$ cat config.mk
export PLATFORM = sky130hd
export DESIGN_NAME = prt_port_regs
export DESIGN_NICKNAME = d
export VERILOG_FILES = /design/src/logic/prt_rate_shaper.v /design/src/logic/prt_port_regs.v
export VERILOG_INCLUDE_DIRS = /design/src /design/src/logic
export SDC_FILE = /design/constraint.sdc
export NUM_CORES = 1
export LEC_CHECK = 0
export BUFFER_PORTS_ARGS = -buffer_cell sky130_fd_sc_hd__buf_2
export CORE_MARGIN = 2
export CORE_UTILIZATION = 45
export CTS_CLUSTER_SIZE = 40
export DETAILED_ROUTE_END_ITERATION = 12
export PLACE_DENSITY = 0.67
export SYNTH_ARGS = -nofsm -noshare
export SYNTH_HDL_FRONTEND = slang
export SYNTH_SLANG_ARGS = --single-unit
export TNS_END_PERCENT = 20
$ cat constraint.sdc
create_clock -name i_clk -period 14.8 [get_ports i_clk]
set_input_delay 0 -clock i_clk [delete_from_list [all_inputs] [get_ports i_clk]]
set_output_delay 0 -clock i_clk [all_outputs]
set_load 0.05 [all_outputs]
$ cat src/logic/prt_defines.vh
// Purpose: shared constants for the per-port rate limit and cable test register slice
// Assumes: 8-bit register data, 8-bit register addresses
// Notes: included by its bare name from every design file
`ifndef PRT_DEFINES_VH
`define PRT_DEFINES_VH

// ----------------------------------------------------------------
// register offsets
// ----------------------------------------------------------------
`define PRT_OFS_P1_RATE 8'h19
`define PRT_OFS_P1_SPEC 8'h1A
`define PRT_OFS_P1_CNTL 8'h1B
`define PRT_OFS_P2_RATE 8'h29
`define PRT_OFS_P2_SPEC 8'h2A
`define PRT_OFS_P2_CNTL 8'h2B
`define PRT_OFS_P3_RATE 8'h39

// ----------------------------------------------------------------
// field positions in the special control/status register and the rate register
// ----------------------------------------------------------------
`define PRT_BIT_SHORT 7
`define PRT_RES_HI 6
`define PRT_RES_LO 5
`define PRT_BIT_START 4
`define PRT_BIT_FORCE 3
`define PRT_BIT_LOOP 1
`define PRT_BIT_CNT8 0
`define PRT_RATE_HI 6

// ----------------------------------------------------------------
// reset values
// ----------------------------------------------------------------
`define PRT_RST_RATE 7'h00
`define PRT_RST_RES 2'h0
`define PRT_RST_CNT 9'h000
`define PRT_RD_ZERO 8'h00

// ----------------------------------------------------------------
// rate code encoding
// ----------------------------------------------------------------
`define PRT_CODE_FULL100 7'h64
`define PRT_CODE_MAX100 7'h63
`define PRT_CODE_SUB_LO 7'h65
`define PRT_CODE_SUB_HI 7'h73
`define PRT_CODE_FULL10 7'h0A
`define PRT_CODE_MAX10 7'h09
`define PRT_KBPS_PER_MBPS 17'h003E8
`define PRT_KBPS_SUB_STEP 17'h00040
`define PRT_SUB_BASE 17'h00064

// ----------------------------------------------------------------
// limit mode encoding
// ----------------------------------------------------------------
`define PRT_LM_ALL 2'h0
`define PRT_LM_BMF 2'h1
`define PRT_LM_BM 2'h2
`define PRT_LM_B 2'h3

// ----------------------------------------------------------------
// timing
// ----------------------------------------------------------------
`define PRT_CLK_PERIOD_NS 40
`define PRT_TICK_NS 1000000
`define PRT_TICK_CYC (`PRT_TICK_NS / `PRT_CLK_PERIOD_NS)
`define PRT_BITS_PER_BYTE 20'h00008
`define PRT_BUCKET_CAP 20'h186A0

`endif

$ cat src/logic/prt_rate_shaper.v
// Purpose: one ingress shaper for priority 3 traffic of a single port
// Assumes: i_tick is a one-cycle pulse once per millisecond
// Notes: credit is kept in bits; one accepted counted byte costs eight bits
`timescale 1ns/1ps
`include "prt_defines.vh"

module prt_rate_shaper #(
   parameter CW = 20
) (
   input wire i_clk,
   input wire i_rst_n,
   input wire i_tick,
   input wire [6:0] i_code,
   input wire i_speed_100,
   input wire i_byte_vld,
   input wire i_counted,
   output wire o_allow
);

   // ----------------------------------------------------------------
   // rate code decode
   // ----------------------------------------------------------------
   reg [16:0] rate_kbps;
   reg unlimited;
   wire [16:0] code_w;
   assign code_w = {10'h000, i_code};

   // codes outside the table are treated as no limit, never as a stall
   always @*
   begin
      rate_kbps = 17'h00000;
      unlimited = 1'b1;
      if (i_speed_100)
      begin
         if (i_code != 7'h00 && i_code <= `PRT_CODE_MAX100)
         begin
            unlimited = 1'b0;
            rate_kbps = code_w * `PRT_KBPS_PER_MBPS;
         end
         else if (i_code >= `PRT_CODE_SUB_LO && i_code <= `PRT_CODE_SUB_HI)
         begin
            unlimited = 1'b0;
            rate_kbps = (code_w - `PRT_SUB_BASE) * `PRT_KBPS_SUB_STEP;
         end
      end
      else if (i_code != 7'h00 && i_code <= `PRT_CODE_MAX10)
      begin
         unlimited = 1'b0;
         rate_kbps = code_w * `PRT_KBPS_PER_MBPS;
      end
   end

   // ----------------------------------------------------------------
   // credit bucket
   // ----------------------------------------------------------------
   reg [CW-1:0] credit_q;
   reg [CW-1:0] credit_d;
   reg [CW:0] sum;
   wire has_credit;
   wire consume;
   assign has_credit = (credit_q >= `PRT_BITS_PER_BYTE);
   assign consume = i_byte_vld & i_counted & ~unlimited & has_credit;
   assign o_allow = unlimited | ~i_counted | has_credit;

   // refill saturates at the cap so an idle port cannot bank unbounded bursts
   always @*
   begin
      sum = {1'b0, credit_q};
      if (i_tick)
      begin
         sum = {1'b0, credit_q} + {4'h0, rate_kbps};
      end
      if (sum > {1'b0, `PRT_BUCKET_CAP})
      begin
         sum = {1'b0, `PRT_BUCKET_CAP};
      end
      if (consume)
      begin
         sum = sum - {1'b0, `PRT_BITS_PER_BYTE};
      end
      credit_d = sum[CW-1:0];
   end

   // credit register
   always @(posedge i_clk or negedge i_rst_n)
   begin
      if (!i_rst_n)
      begin
         credit_q <= {CW{1'b0}};
      end
      else
      begin
         credit_q <= credit_d;
      end
   end

endmodule // prt_rate_shaper

$ cat src/logic/prt_port_regs.v
// Purpose: per-port priority-3 rate registers and PHY special control/status for a three-port switch
// Assumes: one 25 MHz clock; PHY cable test engine answers with a done pulse and its results
// Notes: register reads return data one cycle after the read strobe
//        management access reaches only the special registers of ports 1 and 2
`timescale 1ns/1ps
`include "prt_defines.vh"

module prt_port_regs #(
   parameter TICK_CYC = `PRT_TICK_CYC,
   parameter CW = 20
) (
   input wire i_clk,
   input wire i_rst_n,
   input wire [7:0] i_reg_addr,
   input wire i_reg_wr,
   input wire i_reg_rd,
   input wire [7:0] i_reg_wdata,
   output reg [7:0] o_reg_rdata,
   input wire i_miim_port,
   input wire i_miim_wr,
   input wire i_miim_rd,
   input wire [7:0] i_miim_wdata,
   output reg [7:0] o_miim_rdata,
   input wire [2:0] i_speed_100,
   input wire [5:0] i_limit_mode,
   input wire [2:0] i_byte_vld,
   input wire [2:0] i_frame_bcast,
   input wire [2:0] i_frame_mcast,
   input wire [2:0] i_frame_flood,
   output wire [2:0] o_accept,
   output reg [1:0] o_vct_start,
   input wire [1:0] i_vct_done,
   input wire [3:0] i_vct_result,
   input wire [1:0] i_vct_short,
   input wire [17:0] i_vct_count,
   output wire [1:0] o_force_link,
   output wire [1:0] o_remote_loopback
);

   // ----------------------------------------------------------------
   // millisecond tick divider
   // ----------------------------------------------------------------
   // the divider is 16 bits wide, so TICK_CYC must stay at or below 65536
   localparam [31:0] TICK_LAST_W = TICK_CYC - 1;
   localparam [15:0] TICK_LAST = TICK_LAST_W[15:0];
   reg [15:0] tick_cnt_q;
   reg tick_q;

   // one enable pulse per millisecond refills every shaper
   // tick_q is high for exactly one cycle per period
   always @(posedge i_clk or negedge i_rst_n)
   begin
      if (!i_rst_n)
      begin
         tick_cnt_q <= 16'h0000;
         tick_q <= 1'b0;
      end
      else if (tick_cnt_q == TICK_LAST)
      begin
         tick_cnt_q <= 16'h0000;
         tick_q <= 1'b1;
      end
      else
      begin
         tick_cnt_q <= tick_cnt_q + 16'h0001;
         tick_q <= 1'b0;
      end
   end

   // ----------------------------------------------------------------
   // address decode
   // ----------------------------------------------------------------
   // one write strobe per storage group; reads are decoded in the read mux
   wire wr_rate1;
   wire wr_rate2;
   wire wr_rate3;
   wire [1:0] sw_wr_spec;
   wire [1:0] mi_wr_spec;
   wire [1:0] wr_spec;
   wire [7:0] spec_wdata0;
   wire [7:0] spec_wdata1;

   // rate registers are reached from the switch bus only
   assign wr_rate1 = i_reg_wr & (i_reg_addr == `PRT_OFS_P1_RATE);
   assign wr_rate2 = i_reg_wr & (i_reg_addr == `PRT_OFS_P2_RATE);
   assign wr_rate3 = i_reg_wr & (i_reg_addr == `PRT_OFS_P3_RATE);
   assign sw_wr_spec[0] = i_reg_wr & (i_reg_addr == `PRT_OFS_P1_SPEC);
   assign sw_wr_spec[1] = i_reg_wr & (i_reg_addr == `PRT_OFS_P2_SPEC);
   // management writes reach the same registers; switch bus wins a same-port clash
   assign mi_wr_spec[0] = i_miim_wr & ~i_miim_port;
   assign mi_wr_spec[1] = i_miim_wr & i_miim_port;
   assign wr_spec = sw_wr_spec | mi_wr_spec;
   assign spec_wdata0 = sw_wr_spec[0] ? i_reg_wdata : i_miim_wdata;
   assign spec_wdata1 = sw_wr_spec[1] ? i_reg_wdata : i_miim_wdata;

   // ----------------------------------------------------------------
   // priority-3 rate registers
   // ----------------------------------------------------------------
   reg [6:0] rate1_q;
   reg [6:0] rate2_q;
   reg [6:0] rate3_q;

   // only bits 6-0 are stored; bit 7 has no storage and reads zero
   always @(posedge i_clk or negedge i_rst_n)
   begin
      if (!i_rst_n)
      begin
         rate1_q <= `PRT_RST_RATE;
         rate2_q <= `PRT_RST_RATE;
         rate3_q <= `PRT_RST_RATE;
      end
      else
      begin
         if (wr_rate1)
         begin
            rate1_q <= i_reg_wdata[`PRT_RATE_HI:0];
         end
         if (wr_rate2)
         begin
            rate2_q <= i_reg_wdata[`PRT_RATE_HI:0];
         end
         if (wr_rate3)
         begin
            rate3_q <= i_reg_wdata[`PRT_RATE_HI:0];
         end
      end
   end

   // ----------------------------------------------------------------
   // special control bits and cable test, ports 1 and 2
   // ----------------------------------------------------------------
   reg [1:0] start_q;
   reg [1:0] force_q;
   reg [1:0] loop_q;
   reg [1:0] short_q;
   reg [3:0] res_q;
   reg [17:0] cnt_q;
   wire [1:0] start_set;

   // a start written in the cycle the previous test finishes begins a new test
   assign start_set[0] = wr_spec[0] & spec_wdata0[`PRT_BIT_START];
   assign start_set[1] = wr_spec[1] & spec_wdata1[`PRT_BIT_START];

   // control bits of ports 1 and 2
   always @(posedge i_clk or negedge i_rst_n)
   begin
      if (!i_rst_n)
      begin
         force_q <= 2'h0;
         loop_q <= 2'h0;
      end
      else
      begin
         if (wr_spec[0])
         begin
            force_q[0] <= spec_wdata0[`PRT_BIT_FORCE];
            loop_q[0] <= spec_wdata0[`PRT_BIT_LOOP];
         end
         if (wr_spec[1])
         begin
            force_q[1] <= spec_wdata1[`PRT_BIT_FORCE];
            loop_q[1] <= spec_wdata1[`PRT_BIT_LOOP];
         end
      end
   end

   // start bit, start pulse to the test engine and captured results
   always @(posedge i_clk or negedge i_rst_n)
   begin
      if (!i_rst_n)
      begin
         start_q <= 2'h0;
         o_vct_start <= 2'h0;
         short_q <= 2'h0;
         res_q <= {`PRT_RST_RES, `PRT_RST_RES};
         cnt_q <= {`PRT_RST_CNT, `PRT_RST_CNT};
      end
      else
      begin
         o_vct_start <= start_set;
         // port 1: a start write wins over a done pulse in the same cycle
         if (start_set[0])
         begin
            start_q[0] <= 1'b1;
         end
         else if (i_vct_done[0] & start_q[0])
         begin
            start_q[0] <= 1'b0;
         end
         // port 2: same order; a done pulse with no test running is ignored
         if (start_set[1])
         begin
            start_q[1] <= 1'b1;
         end
         else if (i_vct_done[1] & start_q[1])
         begin
            start_q[1] <= 1'b0;
         end
         // results update together with the self-clear, so a zero start bit means valid data
         if (i_vct_done[0] & start_q[0])
         begin
            short_q[0] <= i_vct_short[0];
            res_q[1:0] <= i_vct_result[1:0];
            cnt_q[8:0] <= i_vct_count[8:0];
         end
         if (i_vct_done[1] & start_q[1])
         begin
            short_q[1] <= i_vct_short[1];
            res_q[3:2] <= i_vct_result[3:2];
            cnt_q[17:9] <= i_vct_count[17:9];
         end
      end
   end

   // ----------------------------------------------------------------
   // levels to the port PHYs
   // ----------------------------------------------------------------
   // both levels come straight from flip-flops, so the PHY never sees a glitch
   assign o_force_link = force_q;
   assign o_remote_loopback = loop_q;

   // ----------------------------------------------------------------
   // read views
   // ----------------------------------------------------------------
   wire [7:0] spec_rd0;
   wire [7:0] spec_rd1;
   reg [7:0] reg_rd_d;

   // bit 2 is reserved and reads zero
   // port 2 count sits in cnt_q[17:9], so its low byte is cnt_q[16:9]
   assign spec_rd0 = {short_q[0], res_q[1:0], start_q[0], force_q[0], 1'b0, loop_q[0], cnt_q[8]};
   assign spec_rd1 = {short_q[1], res_q[3:2], start_q[1], force_q[1], 1'b0, loop_q[1], cnt_q[17]};

   // unmapped and reserved locations, port 3 special ones included, read zero
   always @*
   begin
      reg_rd_d = `PRT_RD_ZERO;
      case (i_reg_addr)
         `PRT_OFS_P1_RATE: reg_rd_d = {1'b0, rate1_q};
         `PRT_OFS_P2_RATE: reg_rd_d = {1'b0, rate2_q};
         `PRT_OFS_P3_RATE: reg_rd_d = {1'b0, rate3_q};
         `PRT_OFS_P1_SPEC: reg_rd_d = spec_rd0;
         `PRT_OFS_P2_SPEC: reg_rd_d = spec_rd1;
         `PRT_OFS_P1_CNTL: reg_rd_d = `PRT_RD_ZERO;
         `PRT_OFS_P2_CNTL: reg_rd_d = cnt_q[16:9];
         default: reg_rd_d = `PRT_RD_ZERO;
      endcase
   end

   // read data registers hold their value until the next read
   // a read and a write in one cycle return the old value
   always @(posedge i_clk or negedge i_rst_n)
   begin
      if (!i_rst_n)
      begin
         o_reg_rdata <= `PRT_RD_ZERO;
         o_miim_rdata <= `PRT_RD_ZERO;
      end
      else
      begin
         if (i_reg_rd)
         begin
            o_reg_rdata <= reg_rd_d;
         end
         // management reads see only the special register of the chosen port
         if (i_miim_rd)
         begin
            o_miim_rdata <= i_miim_port ? spec_rd1 : spec_rd0;
         end
      end
   end

   // ----------------------------------------------------------------
   // frame classification and shapers
   // ----------------------------------------------------------------
   reg [2:0] counted;
   integer p;

   // the mode picks which frames spend credit; others pass untouched
   always @*
   begin
      counted = 3'h0;
      for (p = 0; p < 3; p = p + 1)
      begin
         case (i_limit_mode[2*p +: 2])
            `PRT_LM_ALL: counted[p] = 1'b1;
            `PRT_LM_BMF: counted[p] = i_frame_bcast[p] | i_frame_mcast[p] | i_frame_flood[p];
            `PRT_LM_BM: counted[p] = i_frame_bcast[p] | i_frame_mcast[p];
            `PRT_LM_B: counted[p] = i_frame_bcast[p];
            default: counted[p] = 1'b1;
         endcase
      end
   end

   // ----------------------------------------------------------------
   // shaper instances
   // ----------------------------------------------------------------
   // one shaper per port; all share the millisecond tick so ports stay in step
   wire [2:0] allow;
   wire [20:0] codes;
   assign codes = {rate3_q, rate2_q, rate1_q};

   genvar g;
   generate
      for (g = 0; g < 3; g = g + 1)
      begin : g_shp
         prt_rate_shaper #(
            .CW(CW)
         ) u_shp (
            .i_clk(i_clk),
            .i_rst_n(i_rst_n),
            .i_tick(tick_q),
            .i_code(codes[7*g +: 7]),
            .i_speed_100(i_speed_100[g]),
            .i_byte_vld(i_byte_vld[g]),
            .i_counted(counted[g]),
            .o_allow(allow[g])
         );
      end
   endgenerate

   // qualified by the offer so an idle port never shows a stray accept
   assign o_accept = i_byte_vld & allow;

endmodule // prt_port_regs

==> implementation parameters, run 1 <==
Parameter                              Value

Status
  Outcome ... finished clean

Yosys
  Post-Syn Nets ... 1959
  Number of synthesized flops with an enable pin ... 0
  Total of flip-flops plus latches after synthesis ... 128
  Area share of the largest cell type after synthesis ... 22.3%
  Share of cell area taken by muxes after synthesis ... 5.53%
  Share of synthesized cell area in full adder, half adder and majority cells ... 25.6%
  Warnings from Yosys ... 0
  Sequential cell area fraction in the yosys report ... 22.3%
  Most area-consuming cells after synthesis ... sky130_fd_sc_hd__dfrtp_1 22%, sky130_fd_sc_hd__ha_1 18%, sky130_fd_sc_hd__fa_1 7.9%, sky130_fd_sc_hd__a21oi_1 3.9%, sky130_fd_sc_hd__inv_1 3.6%
  Asr flop ratio synth ... 100%
  Combinational family with the most area after synthesis ... adder cells
  Mean Syn Cell Area ... 8.85 um2
  Post-synthesis xor/xnor area fraction ... 4.94%
  Number of distinct library cells after synthesis ... 91
  Synth Instances ... 1622
  Post-synthesis cell type with the largest combined area ... sky130_fd_sc_hd__dfrtp_1
  Primary flip-flop cell chosen by synthesis mapping ... sky130_fd_sc_hd__dfrtp_1
  Post-synthesis simple-gate area fraction ... 18.1%
  Syn Std Cell Area ... 14400 um2
  Complex-gate fraction of the synthesized area ... 18.6%

Routing
  Final routed DRC violation total ... 0
  Initial drt markers ... 716
  Routed wl met3 ... 1360 um
  Routed len/inst ... 17.0 um
  Vias after detailed routing ... 12441
  Routed Antenna Nets ... 0
  Total met2 wirelength after detailed routing ... 17800 um
  M1 wire length ... 16700 um
  Routed WL ... 36500 um
  Pre-Repair DR Iteration Count ... 5
  Via-per-instance ratio ... 5.80
  Top layer in use ... met4

Finish
  Most common cell after layout, fill and taps aside ... sky130_fd_sc_hd__ha_1
  Fraction of final layout cells sized beyond drive strength 1 ... 11.4%
  Reg area ... 3200 um2
  Antenna cell count ... 0
  Total Nets Final ... 2067
  Synth-to-layout area growth ... 12.3%
  Top library cells by usage in the layout, fill and taps aside ... 202 x sky130_fd_sc_hd__ha_1, 139 x sky130_fd_sc_hd__inv_1, 127 x sky130_fd_sc_hd__dfrtp_1
  Total area of multi-input combinational cells ... 10400 um2
  Filler Cells Inserted ... 2920

Timing
  Final critical path time including I/O delays and setup ... 8.61 ns
  Skew final ... 0.0102 ns
  Slew at the pin closest to its max-slew limit ... 1.05 ns
  Max-slew violation total from the final report ... 0
  Hold slack ... 0.0289 ns
  Setup TNS ... 0 ns
  Ratio of final minimum period to clock period ... 58.1%
  Count of endpoints failing setup in the final report ... 0
  Worst slew slack as a fraction of its limit ... 29.7%
  Final Hold Vio Count ... 0
  Fmax achieved ... 116 MHz
  Setup repair after global routing missed its margin ... false

Worst setup path
  Stage delay of the slowest cell on the critical path ... 0.61 ns
  Cell type with the highest occurrence count on the critical path ... sky130_fd_sc_hd__ha_1
  Required time reported for the critical path endpoint ... 15.15 ns
  Setup Crit Path Kind ... reg -> reg
  Reg2Reg Setup Slack ... 6.19 ns
  Worst-path maximum fanout ... 11
  Worst EP arrival ... 8.96 ns
  Critical Path Start Type ... flop
  Crit-path slowest cell ... sky130_fd_sc_hd__o21ai_1
  Crit end category ... flop

Placed design
  GP Congestion ... 0.851
  Number of input and output port buffers inserted ... 87
  Post-DP HPWL ... 27600 um

Floorplan
  Count of pins on the block boundary ... 103
  Vertical extent of the die ... 183 um
  Die footprint ... 33300 um2
  Number of rows created at floorplan ... 65
  Starting density of the core ... 45.6%
  Area of the placeable core ... 31500 um2
  X dimension of the die ... 183 um

Global route
  Wire length of the first global-routing pass ... 60400 um
  Largest net degree at the start of global routing ... 75
  Global Route Usage Sum ... 22.2%
  Remaining global-route overflow ... 0
  Antenna violations before repair ... 0
  Via count of the first global-routing pass ... 12166

CTS
  TritonCTS clock tree ... built
  Clock Root Buffer ... sky130_fd_sc_hd__clkbuf_16
  Clock slew at the register clock pins of the worst setup and hold paths ... 0.06 ns
  Clock latency at the later pin of the worst-skew pair ... 0.44 ns
  H-tree level count ... 4
  Post-CTS resize count ... 0
  Number of clock sinks ... 128
  Maximum number of buffers from clock root to sink ... 2
  Total CTS buffers ... 17

Power and ir drop
  Pwr per Cell Area ... 91.2 nW/um2
  Final Power ... 1.47 mW
  Static leakage ... 7.72 nW
  Peak supply drop ... 86.5 uV

Job
  MaxCap Viol Count ... 0

Hold path
  Min-Delay Path Class ... in -> reg
where the power goes:
group / internal, mW / switching, mW / total (mW)
Clock: 0.241 / 0.183 / 0.424
Combinational: 0.242 / 0.355 / 0.597
Sequential: 0.393 / 0.0568 / 0.450
Total: 0.876 / 0.595 / 1.47
cell families (layout without fill, tap and decap cells):
kind of cell               after synthesis  count (layout)
and+or+nand+nor                        506             506
AOI/OAI and AO/OA                      392             392
adders and majority gates              259             259
buffers and inverters                  181             302
DFF                                    128             128
xor gates and xnor gates                81              81
muxes                                   74              74
other                                    1               1
through the flow:
step | cell area [um2] | setup slack, ns | utilization (%) | std cells
after floorplan | 14400 | 7.49 | - | 1622
after global placement | 15200 | 6.34 | 48.2 | 2076
after detailed placement | 15200 | 6.21 | 48.2 | 2076
after CTS | 16100 | 6.19 | 51.2 | 2145
after global routing | 16100 | 5.53 | 51.2 | 2145
final | 16100 | 6.19 | 51.2 | 2145
worst paths after layout:
kind	from	to	depth (start not counted)
min in group asynchronous	i_rst_n	o_remote_loopback[1]	2
max	rate3_q[2]	g_shp[2].u_shp.credit_q[15]	29
min reg2reg	tick_cnt_q[0]	tick_cnt_q[0]	1
max in group asynchronous	i_rst_n	tick_q	3
max reg2reg	rate3_q[2]	g_shp[2].u_shp.credit_q[15]	29
min	i_miim_port	o_miim_rdata[6]	3
cell usage after synthesis (13+ instances only):
cell type	number
sky130_fd_sc_hd__dfrtp_1	128
sky130_fd_sc_hd__xnor2_1	53
sky130_fd_sc_hd__o21ai_0	65
sky130_fd_sc_hd__buf_2	14
sky130_fd_sc_hd__and2_1	15
sky130_fd_sc_hd__nor4_1	23
sky130_fd_sc_hd__a211oi_1	13
sky130_fd_sc_hd__o211ai_1	19
sky130_fd_sc_hd__nor2b_1	17
sky130_fd_sc_hd__mux2i_1	32
sky130_fd_sc_hd__and3_1	21
sky130_fd_sc_hd__a21o_1	28
sky130_fd_sc_hd__nand3_1	32
sky130_fd_sc_hd__nand4_1	20
sky130_fd_sc_hd__a21oi_1	112
sky130_fd_sc_hd__nand2b_1	13
sky130_fd_sc_hd__mux2_2	42
sky130_fd_sc_hd__nor2_1	122
sky130_fd_sc_hd__inv_1	139
sky130_fd_sc_hd__a31oi_1	18
sky130_fd_sc_hd__fa_1	57
sky130_fd_sc_hd__xor2_1	28
sky130_fd_sc_hd__nand2_1	118
sky130_fd_sc_hd__nor3_1	50
sky130_fd_sc_hd__ha_1	202
sky130_fd_sc_hd__clkbuf_1	22
state kept, by name (all words and copies together) (netlist names), 7 cells and up:
signal and cells:
cnt_q 10, g_shp.u_shp.credit_q 51, o_miim_rdata 7, o_reg_rdata 8
rate1_q 7, rate2_q 7, rate3_q 7, tick_cnt_q 16
final cells by class:
type | count | share of cell area (%)
Multi-Input combinational cell | 1313 | 64.8
Sequential cell | 128 | 19.9
Timing Repair Buffer | 131 | 5.37
Inverter | 139 | 3.24
Tap cell | 402 | 3.12
Clock buffer | 18 | 2.73
Clock inverter | 14 | 0.901
metal layers:
layer / vias to the layer above / global-route usage (%)
li1: 6072 / -
met1: 6043 / 29.6
met2: 275 / 37.4
met3: 51 / 3.27
met4: 0 / 6.06
met5: - / 0
critical path, delay by kind of cell, from the launching register on:
kind                     cells  cell delay (ns)
AO/OA/AOI/OAI               12             3.45
buffers and inverters        3             0.43
adder cells (fa/ha/maj)      7             2.51
AND/OR/NAND/NOR              7             1.49
flip-flops                   1             0.60
repair_timing:
action	in CTS	in global routing
buffers inserted	0	0
endpoints found under the hold margin	128	0
hold buffers	37	0
(Power assumes the default switching activity.)
==> inputs of run 2 (changes only) <==
Settings changed: ABC_AREA from default to 1, PLACE_DENSITY 0.67 to 0.7.
Clock period 14.8 ns to 7.1 ns, I/O delays scaled along.
==> run 2 against run 1 <==
Register-to-register slack lost 5.8 ns. Clock skew is 0.00078 ns lower. Area after synthesis grew 5.5%. Utilization rose by 2.4 points. Largest cell class unchanged. Largest power group unchanged.
==> implementation parameters, run 2 <==
Parameter                              Value

Worst setup path
  Required time reported for the critical path endpoint ... 7.45 ns
  Logic depth of the worst register-to-register path ... 38
  Worst EP arrival ... 7.06 ns
  Cell type with the highest occurrence count on the critical path ... sky130_fd_sc_hd__nand2_1
  Worst r2r dst ... g_shp[2].u_shp.credit_q[11]
  Crit-path slowest cell ... sky130_fd_sc_hd__fa_1
  Stage delay of the slowest cell on the critical path ... 0.54 ns
  Total stage count of the critical path ... 38
  FF-to-FF Start ... rate3_q[1]
  Reg2Reg Setup Slack ... 0.39 ns
  Worst-path maximum fanout ... 6
  Worst setup path startpoint ... rate3_q[1]
  Critical path endpoint ... g_shp[2].u_shp.credit_q[11]
  Critical Path Start Type ... flop
  Buffering stage count on the worst path with inverters included ... 4
  Setup Crit Path Kind ... reg -> reg
  Family of cells with the greatest summed delay on the critical path ... adder cells
  Crit end category ... flop

Global route
  Wire length of the first global-routing pass ... 65800 um
  Remaining global-route overflow ... 0
  Antenna violations before repair ... 0
  Largest net degree at the start of global routing ... 84
  Via count of the first global-routing pass ... 13940
  Global Route Usage Sum ... 22.6%

Timing
  Slew at the pin closest to its max-slew limit ... 1.04 ns
  Final critical path time including I/O delays and setup ... 6.71 ns
  Fmax achieved ... 149 MHz
  Skew final ... 0.00942 ns
  Ratio of final minimum period to clock period ... 94.6%
  Worst slew slack as a fraction of its limit ... 30.1%
  Count of endpoints failing setup in the final report ... 0
  Max-slew violation total from the final report ... 0
  Final Hold Vio Count ... 0

Job
  MaxCap Viol Count ... 0

CTS
  Clock slew at the register clock pins of the worst setup and hold paths ... 0.06 ns
  H-tree level count ... 4
  Clock latency at the later pin of the worst-skew pair ... 0.43 ns
  TritonCTS clock tree ... built
  Maximum number of buffers from clock root to sink ... 2
  Total CTS buffers ... 17
  Number of clock sinks ... 128
  Clock Root Buffer ... sky130_fd_sc_hd__clkbuf_16

Yosys
  Number of distinct library cells after synthesis ... 69
  Number of synthesized flops with an enable pin ... 0
  Total of flip-flops plus latches after synthesis ... 128
  Warnings from Yosys ... 0
  Post-synthesis cell type with the largest combined area ... sky130_fd_sc_hd__dfrtp_1
  Primary flip-flop cell chosen by synthesis mapping ... sky130_fd_sc_hd__dfrtp_1
  Leading post-synthesis cells by instance count ... 463 x sky130_fd_sc_hd__nand2_1, 318 x sky130_fd_sc_hd__inv_1, 202 x sky130_fd_sc_hd__ha_1, 176 x sky130_fd_sc_hd__nor2_1, 142 x sky130_fd_sc_hd__nand3_1
  Asr flop ratio synth ... 100%
  Area share of the largest cell type after synthesis ... 21.2%
  Most area-consuming cells after synthesis ... sky130_fd_sc_hd__dfrtp_1 21%, sky130_fd_sc_hd__ha_1 17%, sky130_fd_sc_hd__nand2_1 11%, sky130_fd_sc_hd__inv_1 7.9%, sky130_fd_sc_hd__fa_1 7.5%
  Synth Instances ... 2080
  Post-Syn Nets ... 2417
  Mean Syn Cell Area ... 7.28 um2
  Syn Std Cell Area ... 15100 um2
  Most common cell in the netlist ... sky130_fd_sc_hd__nand2_1
  Sequential cell area fraction in the yosys report ... 21.2%

Finish
  Top library cells by usage in the layout, fill and taps aside ... 456 x sky130_fd_sc_hd__nand2_1, 315 x sky130_fd_sc_hd__inv_1, 189 x sky130_fd_sc_hd__ha_1
  Registers with the most flip-flops ... g_shp.u_shp.credit_q (51), tick_cnt_q (16), cnt_q (10)
  Fraction of final layout cells sized beyond drive strength 1 ... 16.6%
  Register bank with the most flops ... g_shp.u_shp.credit_q
  Antenna cell count ... 0
  Most common cell after layout, fill and taps aside ... sky130_fd_sc_hd__nand2_1
  Post-route non-filler standard cell count ... 2731
  Synth-to-layout area growth ... 18.1%
  Number of flip-flops under the largest register name ... 51
  Total Nets Final ... 2607

Floorplan
  X dimension of the die ... 187 um
  Die footprint ... 35100 um2
  Vertical extent of the die ... 187 um
  Count of pins on the block boundary ... 103
  Number of rows created at floorplan ... 67
  Area of the placeable core ... 33400 um2
  Starting density of the core ... 45.4%

Placed design
  Post-DP HPWL ... 30700 um
  GP Congestion ... 0.885
  Number of instances in the placed design ... 2633
  Number of input and output port buffers inserted ... 87

Status
  Outcome ... finished clean

Routing
  Pre-Repair DR Iteration Count ... 10
  Final routed DRC violation total ... 0
  Routed WL ... 39400 um
  Routed len/inst ... 14.4 um
  Routed Antenna Nets ... 0
  Initial drt markers ... 972
  Vias after detailed routing ... 14241
  Via-per-instance ratio ... 5.21

Power and ir drop
  Peak supply drop ... 220 uV
  Final Power ... 5.67 mW
  Pwr per Cell Area ... 317 nW/um2
  Static leakage ... 9.12 nW

Hold path
  Min-Delay Path Class ... in -> reg
run 2: cell types whose count changed in the layout (fill, tap and decap cells not counted), moves of 21 or more:
cell / change
sky130_fd_sc_hd__a21oi_1: -33
sky130_fd_sc_hd__nand3_1: +108
sky130_fd_sc_hd__nand2_1: +338
sky130_fd_sc_hd__mux2_2: -41
sky130_fd_sc_hd__nor3_1: -31
sky130_fd_sc_hd__nor2_1: +48
sky130_fd_sc_hd__xnor2_1: -35
sky130_fd_sc_hd__nand4_1: +21
sky130_fd_sc_hd__inv_1: +176
sky130_fd_sc_hd__nand3_2: +21
sky130_fd_sc_hd__buf_4: +59
sky130_fd_sc_hd__mux2i_1: -25
sky130_fd_sc_hd__nand2_2: +31
run 2: per-stage QoR:
stage	setup WS [ns]	hold slack [ns]	cell area, um2	TNS (ns)	utilization (%)
final	0.387	0.0752	17900	0	53.6
after global routing	-0.0735	0.106	17900	-0.287	53.6
after CTS	0.0370	0.0495	17300	0	52.0
after detailed placement	0.0484	0.0974	16300	0	49.0
after global placement	0.268	0.0986	16300	0	49.0
after floorplan	0.517	-0.296	15100	0	-
run 2: area by class of cell:
cell class	count	area (um2)
Clock buffer	20	467
Clock inverter	12	156
Fill cell	3163	15500
Inverter	335	1270
Multi-Input combinational cell	1594	10900
Sequential cell	128	3210
Tap cell	448	561
Timing Repair Buffer	194	1350
run 2: report_power, final:
group | leakage (nW) | internal, mW | switching [mW]
clock network | 0.295 | 0.581 | 0.349
registers | 1.50 | 0.798 | 0.0605
logic | 7.33 | 1.61 | 2.27
total | 9.12 | 2.99 | 2.68
run 2: logic make-up after synthesis:
family | after synthesis | synth area share (%)
adder cells (fa/ha/maj) | 259 | 24.2
other | 1 | 0.0248
flip-flops | 128 | 21.2
AND/OR/NAND/NOR | 980 | 30.3
AO/OA/AOI/OAI | 284 | 11.1
buffers and inverters | 358 | 9.09
multiplexers | 8 | 0.537
XOR/XNOR | 62 | 3.59
run 2: timing repair:
action | 4_1_cts | 5_1_grt
hold endpoints to repair | 137 | 0
setup endpoints to repair | 0 | 44
setup buffers | 0 | 28
hold buffers | 38 | 0
gates resized for setup | 0 | 75
run 2: how the worst min path moves through the flow:
stage                         from               to  slack, ns  cells after the start
after global routing      i_reg_wr  o_force_link[0]       0.11                      4
after CTS                 i_reg_wr  o_force_link[0]       0.05                      4
after global placement     i_rst_n       short_q[0]        0.1                      1
after detailed placement   i_rst_n       short_q[0]        0.1                      1
final                     i_reg_wr  o_force_link[0]       0.08                      4
after floorplan            i_rst_n        cnt_q[10]      -0.30                      0
run 2: metal layers:
| layer | wire length, um | track usage [%] | vias up |
|---|---|---|---|
| li1 | - | - | 7174 |
| met4 | 703 | 6.18 | 0 |
| met1 | 18400 | 30.4 | 6644 |
| met3 | 1860 | 2.95 | 45 |
| met2 | 18400 | 38.1 | 378 |
| met5 | 0 | 0 | - |
run 2: worst reg2reg max path: cells and delay by family, from the launching register on:
family | cells | cell delay, ns
adder cells (fa/ha/maj) | 7 | 2.84
AND/OR/NAND/NOR | 18 | 1.92
AO/OA/AOI/OAI | 8 | 1.03
flip-flops | 1 | 0.45
buffers and inverters | 4 | 0.25
XOR/XNOR | 1 | 0.12
